`src/hdl/msc_map.vh`:
```
// Constants for the motor speed command loop
`ifndef MSC_MAP_VH
`define MSC_MAP_VH

// ----------------------------------------------------------------
// Speed source and feedback source encodings
// ----------------------------------------------------------------
`define MSC_MODE_FREQ 2'h0
`define MSC_MODE_CLK_DUTY 2'h1
`define MSC_MODE_REG_DUTY 2'h2
`define MSC_FB_AMP 2'h0
`define MSC_FB_ROTATION 2'h1
`define MSC_FB_HALL 2'h2

// ----------------------------------------------------------------
// Timing
// ----------------------------------------------------------------
`define MSC_CLK_HZ 100000000
`define MSC_BASE_HZ 50000000
`define MSC_BASE_DIV (`MSC_CLK_HZ / `MSC_BASE_HZ)
`define MSC_SAMPLE_HZ 195000
`define MSC_SAMPLE_DIV (`MSC_CLK_HZ / `MSC_SAMPLE_HZ)

// ----------------------------------------------------------------
// Duty and gain scaling
// ----------------------------------------------------------------
`define MSC_DUTY_MAX 12'hFFF
`define MSC_DUTY_BITS 12
`define MSC_MOD_SHIFT 11
`define MSC_FILT_X_SHIFT 15
`define MSC_FILT_Y_SHIFT 16
`define MSC_LEAD_X_SHIFT 17
`define MSC_LEAD_Y_SHIFT 16

`endif

```
`src/hdl/msc_pz_stage.v`:
```
// One-pole one-zero section used for the loop filter and the lead compensator
module msc_pz_stage #(
  parameter DW = 18,
  parameter CW = 12,
  parameter X_SHIFT = 15,
  parameter Y_SHIFT = 16
) (
  input wire i_clk,
  input wire i_reset,
  input wire i_clear,
  input wire i_sample,
  input wire i_bypass,
  input wire [CW-1:0] i_zero_coeff,
  input wire [CW-1:0] i_pole_coeff,
  input wire signed [DW-1:0] i_x,
  output wire signed [DW-1:0] o_y
);
  localparam PW = DW + CW + 4;

  // ----------------------------------------------------------------
  // Arithmetic
  // ----------------------------------------------------------------
  reg signed [DW-1:0] y;
  reg signed [DW-1:0] x_prev;
  wire signed [PW-1:0] xe = {{(PW-DW){i_x[DW-1]}}, i_x};
  wire signed [PW-1:0] pe = {{(PW-DW){x_prev[DW-1]}}, x_prev};
  wire signed [PW-1:0] ye = {{(PW-DW){y[DW-1]}}, y};
  wire signed [PW-1:0] kz = {{(PW-CW){1'b0}}, i_zero_coeff};
  wire signed [PW-1:0] kp = {{(PW-CW){1'b0}}, i_pole_coeff};
  wire signed [PW-1:0] xk = xe * kz;
  wire signed [PW-1:0] yk = ye * kp;
  // Gain term, pole feedback and a first difference that places the zero
  wire signed [PW-1:0] sum = ye + (xk >>> X_SHIFT) - (yk >>> Y_SHIFT) + (xe - pe);

  // Clamp to the data range so a large step cannot flip the sign
  function [DW-1:0] sat_dw;
    input [PW-1:0] v;
    begin
      if (v[PW-1] == 1'b0 && v[PW-2:DW-1] != {(PW-DW){1'b0}}) begin
        sat_dw = {1'b0, {(DW-1){1'b1}}};
      end else if (v[PW-1] == 1'b1 && v[PW-2:DW-1] != {(PW-DW){1'b1}}) begin
        sat_dw = {1'b1, {(DW-1){1'b0}}};
      end else begin
        sat_dw = v[DW-1:0];
      end
    end
  endfunction

  // ----------------------------------------------------------------
  // State update at the sample rate
  // ----------------------------------------------------------------
  always @(posedge i_clk or posedge i_reset) begin
    if (i_reset) begin
      y <= {DW{1'b0}};
      x_prev <= {DW{1'b0}};
    end else if (i_clear) begin
      y <= {DW{1'b0}};
      x_prev <= {DW{1'b0}};
    end else if (i_sample) begin
      y <= sat_dw(sum);
      x_prev <= i_x;
    end
  end

  // Bypass passes the input through untouched
  assign o_y = i_bypass ? i_x : y;
endmodule

```
`src/hdl/msc_loop.v`:
```
// Speed command path: input modes, differentiator, integrator, filter and lead
`include "msc_map.vh"
module msc_loop #(
  parameter IW = 16,
  parameter DW = 18,
  parameter CW = 12,
  parameter DIVW = 8,
  parameter PERW = 16,
  parameter OUT_SHIFT = 4
) (
  input wire i_clk,
  input wire i_reset,
  input wire i_enable,
  input wire i_brake,
  input wire [1:0] i_speed_source_select,
  input wire [1:0] i_feedback_source_select,
  input wire i_speed_reference_in,
  input wire i_feedback_amp_in,
  input wire i_rotation_pulse_input,
  input wire [2:0] i_hall,
  input wire [11:0] i_integrator_step,
  input wire [DIVW-1:0] i_integrator_clock_divider,
  input wire [CW-1:0] i_filter_pole_coeff,
  input wire [CW-1:0] i_filter_zero_coeff,
  input wire i_filter_bypass,
  input wire [CW-1:0] i_lead_pole_coeff,
  input wire [CW-1:0] i_lead_zero_coeff,
  input wire i_lead_bypass,
  input wire [11:0] i_fixed_modulation_scale,
  input wire [11:0] i_speed_command,
  output reg [11:0] o_duty_cmd,
  output reg o_speed_feedback_out,
  output reg o_up,
  output reg o_down,
  output reg [IW-1:0] o_integrator
);
  localparam NPIN = 6;
  localparam [IW-1:0] INT_MAX = {IW{1'b1}};
  localparam [PERW-1:0] PER_MAX = {PERW{1'b1}};
  localparam integer SAMPLE_DIV = `MSC_SAMPLE_DIV;
  localparam integer BASE_DIV = `MSC_BASE_DIV;
  localparam [9:0] SAMPLE_LAST = SAMPLE_DIV[9:0] - 10'h001;
  localparam [1:0] BASE_LAST = BASE_DIV[1:0] - 2'h1;

  // Clamp a wide unsigned value to the 12-bit duty range
  function [11:0] sat12;
    input [31:0] v;
    begin
      if (v > {20'h00000, `MSC_DUTY_MAX}) begin
        sat12 = `MSC_DUTY_MAX;
      end else begin
        sat12 = v[11:0];
      end
    end
  endfunction

  // ----------------------------------------------------------------
  // Pin synchronisers and deglitch
  // ----------------------------------------------------------------
  wire [NPIN-1:0] pin_raw = {i_hall, i_rotation_pulse_input, i_feedback_amp_in,
                             i_speed_reference_in};
  reg [NPIN-1:0] pin_s1;
  reg [NPIN-1:0] pin_s2;
  reg [NPIN-1:0] pin_s3;
  reg [NPIN-1:0] pin_clean;
  reg [NPIN-1:0] pin_prev;

  // A pin only changes once two later stages agree, which drops one-cycle glitches
  genvar g;
  generate
    for (g = 0; g < NPIN; g = g + 1) begin : g_pin
      always @(posedge i_clk or posedge i_reset) begin
        if (i_reset) begin
          pin_s1[g] <= 1'b0;
          pin_s2[g] <= 1'b0;
          pin_s3[g] <= 1'b0;
          pin_clean[g] <= 1'b0;
          pin_prev[g] <= 1'b0;
        end else begin
          pin_s1[g] <= pin_raw[g];
          pin_s2[g] <= pin_s1[g];
          pin_s3[g] <= pin_s2[g];
          if (pin_s2[g] == pin_s3[g]) begin
            pin_clean[g] <= pin_s3[g];
          end
          pin_prev[g] <= pin_clean[g];
        end
      end
    end
  endgenerate

  wire ref_level = pin_clean[0];
  wire ref_rise = pin_clean[0] & ~pin_prev[0];

  // Feedback source choice; a single Hall channel keeps sensor mismatch out of the loop
  reg fb_level;
  always @* begin
    case (i_feedback_source_select)
      `MSC_FB_AMP: fb_level = pin_clean[1];
      `MSC_FB_ROTATION: fb_level = pin_clean[2];
      `MSC_FB_HALL: fb_level = pin_clean[3];
      default: fb_level = pin_clean[1];
    endcase
  end

  reg fb_prev;
  wire fb_rise = fb_level & ~fb_prev;

  // ----------------------------------------------------------------
  // Enables: base clock, integrator clock, sample clock
  // ----------------------------------------------------------------
  reg [1:0] base_cnt;
  reg [DIVW-1:0] int_cnt;
  reg [9:0] sample_cnt;
  reg enable_prev;
  wire base_en = (base_cnt == BASE_LAST);
  wire [DIVW-1:0] int_last = (i_integrator_clock_divider == {DIVW{1'b0}}) ?
                             {DIVW{1'b0}} : i_integrator_clock_divider - 1'b1;
  wire int_en = base_en && (int_cnt == int_last);
  wire sample_en = (sample_cnt == SAMPLE_LAST);
  wire enable_rise = i_enable & ~enable_prev;
  wire loop_clear = ~i_enable | i_brake | enable_rise;
  wire filt_clear = ~i_enable | enable_rise;

  always @(posedge i_clk or posedge i_reset) begin
    if (i_reset) begin
      base_cnt <= 2'h0;
      int_cnt <= {DIVW{1'b0}};
      sample_cnt <= 10'h000;
      enable_prev <= 1'b0;
      fb_prev <= 1'b0;
    end else begin
      base_cnt <= base_en ? 2'h0 : base_cnt + 2'h1;
      if (base_en) begin
        int_cnt <= (int_cnt >= int_last) ? {DIVW{1'b0}} : int_cnt + 1'b1;
      end
      sample_cnt <= sample_en ? 10'h000 : sample_cnt + 10'h001;
      enable_prev <= i_enable;
      fb_prev <= fb_level;
    end
  end

  // ----------------------------------------------------------------
  // Speed differentiator
  // ----------------------------------------------------------------
  // Each side arms on its own rising edge; once both are armed they cancel, so the
  // width of UP or DOWN is the lead of one edge over the other
  reg up_arm;
  reg down_arm;
  wire next_up = up_arm | ref_rise;
  wire next_down = down_arm | fb_rise;
  wire freq_mode = (i_speed_source_select == `MSC_MODE_FREQ);

  always @(posedge i_clk or posedge i_reset) begin
    if (i_reset) begin
      up_arm <= 1'b0;
      down_arm <= 1'b0;
    end else if (loop_clear || !freq_mode || (next_up && next_down)) begin
      up_arm <= 1'b0;
      down_arm <= 1'b0;
    end else begin
      up_arm <= next_up;
      down_arm <= next_down;
    end
  end

  // With the reference stopped, feedback edges keep DOWN armed; it is dropped at zero
  wire up_act = up_arm;
  wire down_act = down_arm && (o_integrator != {IW{1'b0}});

  // ----------------------------------------------------------------
  // Integrator
  // ----------------------------------------------------------------
  wire [IW-1:0] step = {{(IW-12){1'b0}}, i_integrator_step};
  reg [IW-1:0] next_integ;
  always @* begin
    next_integ = o_integrator;
    if (int_en && up_act && !down_act) begin
      if (o_integrator > INT_MAX - step) begin
        next_integ = INT_MAX;
      end else begin
        next_integ = o_integrator + step;
      end
    end else if (int_en && down_act && !up_act) begin
      if (o_integrator < step) begin
        next_integ = {IW{1'b0}};
      end else begin
        next_integ = o_integrator - step;
      end
    end
  end

  always @(posedge i_clk or posedge i_reset) begin
    if (i_reset) begin
      o_integrator <= {IW{1'b0}};
      o_up <= 1'b0;
      o_down <= 1'b0;
    end else if (loop_clear) begin
      o_integrator <= {IW{1'b0}};
      o_up <= 1'b0;
      o_down <= 1'b0;
    end else begin
      o_integrator <= next_integ;
      o_up <= up_act;
      o_down <= down_act;
    end
  end

  // ----------------------------------------------------------------
  // Loop filter and lead compensator
  // ----------------------------------------------------------------
  wire signed [DW-1:0] filt_in = {{(DW-IW){1'b0}}, o_integrator};
  wire signed [DW-1:0] filt_out;
  wire signed [DW-1:0] lead_out;

  msc_pz_stage #(
    .DW(DW),
    .CW(CW),
    .X_SHIFT(`MSC_FILT_X_SHIFT),
    .Y_SHIFT(`MSC_FILT_Y_SHIFT)
  ) u_filter (
    .i_clk(i_clk),
    .i_reset(i_reset),
    .i_clear(filt_clear),
    .i_sample(sample_en),
    .i_bypass(i_filter_bypass),
    .i_zero_coeff(i_filter_zero_coeff),
    .i_pole_coeff(i_filter_pole_coeff),
    .i_x(filt_in),
    .o_y(filt_out)
  );

  msc_pz_stage #(
    .DW(DW),
    .CW(CW),
    .X_SHIFT(`MSC_LEAD_X_SHIFT),
    .Y_SHIFT(`MSC_LEAD_Y_SHIFT)
  ) u_lead (
    .i_clk(i_clk),
    .i_reset(i_reset),
    .i_clear(filt_clear),
    .i_sample(sample_en),
    .i_bypass(i_lead_bypass),
    .i_zero_coeff(i_lead_zero_coeff),
    .i_pole_coeff(i_lead_pole_coeff),
    .i_x(filt_out),
    .o_y(lead_out)
  );

  // Negative compensator output means no drive rather than a reversed command
  wire [DW-1:0] lead_shift = lead_out >>> OUT_SHIFT;
  wire [11:0] loop_duty = lead_out[DW-1] ? 12'h000 :
                          sat12({{(32-DW){1'b0}}, lead_shift});

  // ----------------------------------------------------------------
  // Open-loop duty measurement of the reference clock
  // ----------------------------------------------------------------
  reg [PERW-1:0] period_cnt;
  reg [PERW-1:0] high_cnt;
  reg [11:0] meas_duty;
  wire [PERW+11:0] high_scaled = {high_cnt, 12'h000};
  wire [PERW+11:0] period_ext = {12'h000, period_cnt};
  // A single wide divide per reference period; area traded for simplicity
  wire [PERW+11:0] ratio = high_scaled / period_ext;

  always @(posedge i_clk or posedge i_reset) begin
    if (i_reset) begin
      period_cnt <= {PERW{1'b0}};
      high_cnt <= {PERW{1'b0}};
      meas_duty <= 12'h000;
    end else if (ref_rise) begin
      if (period_cnt != {PERW{1'b0}}) begin
        meas_duty <= sat12({{(20-PERW){1'b0}}, ratio});
      end
      period_cnt <= {PERW{1'b0}};
      high_cnt <= {PERW{1'b0}};
    end else if (base_en) begin
      if (period_cnt == PER_MAX) begin
        meas_duty <= ref_level ? `MSC_DUTY_MAX : 12'h000; // Stuck reference
      end else begin
        period_cnt <= period_cnt + 1'b1;
        high_cnt <= high_cnt + {{(PERW-1){1'b0}}, ref_level};
      end
    end
  end

  // ----------------------------------------------------------------
  // Mode selection and modulation scaling
  // ----------------------------------------------------------------
  reg [11:0] open_duty;
  always @* begin
    case (i_speed_source_select)
      `MSC_MODE_CLK_DUTY: open_duty = meas_duty;
      `MSC_MODE_REG_DUTY: open_duty = i_speed_command;
      default: open_duty = 12'h000;
    endcase
  end

  wire [23:0] scaled = {12'h000, open_duty} * {12'h000, i_fixed_modulation_scale};
  wire [23:0] scaled_shift = scaled >> `MSC_MOD_SHIFT;

  // Output register; duty is zero whenever the motor is disabled or braking
  always @(posedge i_clk or posedge i_reset) begin
    if (i_reset) begin
      o_duty_cmd <= 12'h000;
      o_speed_feedback_out <= 1'b0;
    end else begin
      o_speed_feedback_out <= fb_level;
      if (!i_enable || i_brake) begin
        o_duty_cmd <= 12'h000;
      end else if (freq_mode) begin
        o_duty_cmd <= loop_duty;
      end else begin
        o_duty_cmd <= sat12({8'h00, scaled_shift});
      end
    end
  end
endmodule

```
`config.mk`:
```
export PLATFORM = sky130hd
export DESIGN_NAME = msc_loop
export DESIGN_NICKNAME = d
export VERILOG_FILES = /design/src/hdl/msc_pz_stage.v /design/src/hdl/msc_loop.v
export VERILOG_INCLUDE_DIRS = /design/src /design/src/hdl
export SDC_FILE = /design/constraint.sdc
export NUM_CORES = 2
export LEC_CHECK = 0
export ABC_CLOCK_PERIOD_IN_PS = 67600
export BUFFER_PORTS_ARGS = -buffer_cell sky130_fd_sc_hd__buf_2
export CAP_MARGIN = 20
export CORE_MARGIN = 3
export CORE_UTILIZATION = 35
export DETAILED_ROUTE_END_ITERATION = 12
export PLACE_DENSITY = 0.48
export SLEW_MARGIN = 20
export SYNTH_ARGS = -nofsm -noshare
export SYNTH_HDL_FRONTEND = slang
export SYNTH_SLANG_ARGS = --single-unit
```
`constraint.sdc`:
```
create_clock -name i_clk -period 67.6 [get_ports i_clk]
set_input_delay 10.14 -clock i_clk [delete_from_list [all_inputs] [get_ports i_clk]]
set_output_delay 10.14 -clock i_clk [all_outputs]
set_load 0.02 [all_outputs]
```
==> flow_summary.toml <==
[grt]
grt-ovfl-total = 0
grt_first_pass_wirelength_mm = 327
grt_max_degree = 71
antenna_found_initial = 16
track_usage_pct = 21.2
grt_pass1_vias = 59900

[flow_run]
maxCapViolations = 0

[finish]
multi_input_area_um2 = 55600
finalInstanceArea_um2 = 76400
layout.nets = 10600
area_growth_pct = 16.6
register_area_um2 = 4630
drive_above_1_share_pct = 15.6
num-fill-cells = 19000

[sta]
max_clock_freq_mhz = 15.8
setup_tns_ns = 0
setup_viol = 0
fin_ws_ns = 4.16
finClkSkew_ns = 0.0216
finalHoldViolations = 0
whs_ns = 0.345
period_share_pct = 93.8
period_minus_slack_ns = 63.44
slew_violations = 0
slew_headroom_pct = 30.8
worstMarginPinSlew_ns = 1.03

[logic_synthesis]
ys.flop_type = "dfrtp_1"
async_flop_share_pct = 100
synth_cell_types = 114
synth_fa_ha_area_share_pct = 41.9
syn_area_um2 = 65500
synth_edf_count = 0
synth-xor-area-share_pct = 4.90
yosys-mux-area-fraction_pct = 1.52
synth_top_family_by_area = "adder cells"
yosysSeqAreaShare_pct = 7.07
ys_ff_latch = 185
syn_inst = 8026
synth_nets = 9805
avgSynthCellArea_um2 = 8.16
ys_warn_count = 0
synth-simple-area-share_pct = 19.0
synth_compound_area_share_pct = 16.7
netlist_top_cells_count = "inv_1 (1251), nand2_1 (911), fa_1 (867)"
yosysTopAreaCellShare_pct = 26.5
synth_most_common_cell = "inv_1"
ys_top_cells_by_area = "fa_1 (27%), ha_1 (15%), inv_1 (7.2%), dfrtp_1 (7.1%), nand2_1 (5.2%)"
synth_top_area_cell = "fa_1"

[die]
fp.dieH_um = 439
start_util_pct = 35.3
die_area_um2 = 192000
die_w_um = 439
io_pins = 139
core_um2 = 186000
row_count = 158

[routing]
wl_per_cell_um = 17.8
antenna_left = 0
vias = 57500
viasPerCell = 5.08
drt-initial-drc-count = 2794
wl_mm = 202
drc = 0
dr.pass1.iters = 6

[critical_path]
cp.depth = 346
cpPeakStageDelay_ns = 0.59
r2r_end = "meas_duty[0]"
crit_required_ns = 67.97
cp.buffers_inverters = 35
cpMostUsedCell = "a21o_1"
regToRegStartpoint = "period_cnt[13]"
critPathTopFamily = "compound AO/OA/AOI/OAI gates"
cp-end-kind = "flip-flop"
cp-endpoint = "meas_duty[0]"
crit_arrival_ns = 63.81
r2r_slack_ns = 4.16
reg2reg_depth = 346
startpoint_type = "flip-flop"
critPathMaxFanout = 14
worstSetupStartpoint = "period_cnt[13]"
cpMaxStageDelayCell = "or4_4"
crit_type = "reg2reg"

[clock_network]
htreeDepth = 4
cts_tree = "yes"
cts_num_sinks = 185
postCtsHoldBufs = 0
clkLatencyLatePin_ns = 0.54
numCtsBuffers = 17
cts-root-buf = "clkbuf_16"
cts.path.max_buffers = 2
path_clk_slew_ns = 0.09

[placed_design]
place_area_um2 = 75100
routabilityCongestion = 0.869
dp_hpwl_mm = 162
portBuffers = 136
place_ws_ns = 0.0130

[run_status]
status = "finished clean"

[worst_hold_path]
hp-class = "reg2reg"
worst min path at each step:
| stage | cells past startpoint | slack (ns) | endpoint | from |
|---|---|---|---|---|
| 2_1_floorplan | 0 | 0.33 | pin_s2[0] | pin_s1[0] |
| 3_3_place_gp | 0 | 0.33 | pin_s2[2] | pin_s1[2] |
| 3_5_place_dp | 0 | 0.33 | pin_s2[2] | pin_s1[2] |
| 4_1_cts | 0 | 0.36 | pin_s2[2] | pin_s1[2] |
| 5_1_grt | 0 | 0.36 | pin_s2[3] | pin_s1[3] |
| 6_report | 0 | 0.34 | pin_s2[3] | pin_s1[3] |
worst reg2reg max path, delay by kind of cell (launching register included):
kind | cells | cell delay [ns]
AOI/OAI and AO/OA | 176 | 30.99
and+or+nand+nor | 101 | 16.53
adders and majority gates | 27 | 7.64
buffers and inverters | 35 | 5.35
muxes | 7 | 2.37
DFF | 1 | 0.46
what timing repair did:
action,CTS,global route
pin swaps,0,31
setup endpoints to repair,1,2
resized for setup,9,155
gates cloned,0,0
endpoints found under the hold margin,0,0
setup buffers,0,17
layout make-up:
| class | instances | share of cell area [%] |
|---|---|---|
| inverter | 1254 | 6.17 |
| multi-input combinational | 6301 | 72.8 |
| clock buffer | 19 | 0.567 |
| clock inverter | 12 | 0.201 |
| timing repair buffer | 1065 | 10.1 |
| tap | 2480 | 4.06 |
| antenna | 5 | 0.0164 |
| sequential | 185 | 6.06 |
sequential cells by signal (all words and copies together), names as in the netlist, 4 cells and up:
register and flops:
sample_cnt 10, u_filter.y 18, high_cnt 16, meas_duty 12, pin_s1 4, o_integrator 16, period_cnt 16, pin_s3 4
pin_s2 4, u_lead.x_prev 18, int_cnt 8, u_filter.x_prev 16, o_duty_cmd 12, u_lead.y 18
cell usage in the layout, fill, tap and decap left out, types with 63 or more instances in the layout:
cell type,Yosys,final
dfrtp_1,185,183
ha_1,804,803
o21bai_1,88,88
o21a_1,142,142
nor3_1,183,177
and2_1,437,436
nand2_1,911,906
buf_4,3,923
inv_1,1251,1249
xor2_1,129,129
nor2b_1,94,93
a21o_1,191,189
nand2b_1,100,100
fa_1,867,867
buf_2,9,136
a21oi_1,392,368
nor2_1,396,392
o21ai_0,311,257
nand3_1,115,115
xnor2_1,237,237
mux2_2,63,63
per-stage QoR:
step / util, % / cells
floorplan: - / 8026
global placement: 40.5 / 11300
detailed placement: 40.5 / 11300
CTS: 40.8 / 11300
global route: 41.1 / 11300
finish: 41.1 / 11300
layer usage:
layer  global-route usage (%)  share of wire, %  vias up
met4                     4.90               2.1        0
met5                        0                 0        -
met2                     38.2                50      834
met1                     27.8                46    28300
met3                     1.02               2.3      189
li1                         -                 -    28200
cells by family after synthesis:
kind of cell               after synthesis
adders and majority gates             1675
DFF                                    185
buffers and inverters                 1540
and+or+nand+nor                       2539
xor gates and xnor gates               366
AOI/OAI and AO/OA                     1630
muxes                                   91
Power is not shown: default switching activity piles up to over one toggle a cycle in this logic, so the estimate is an artifact.
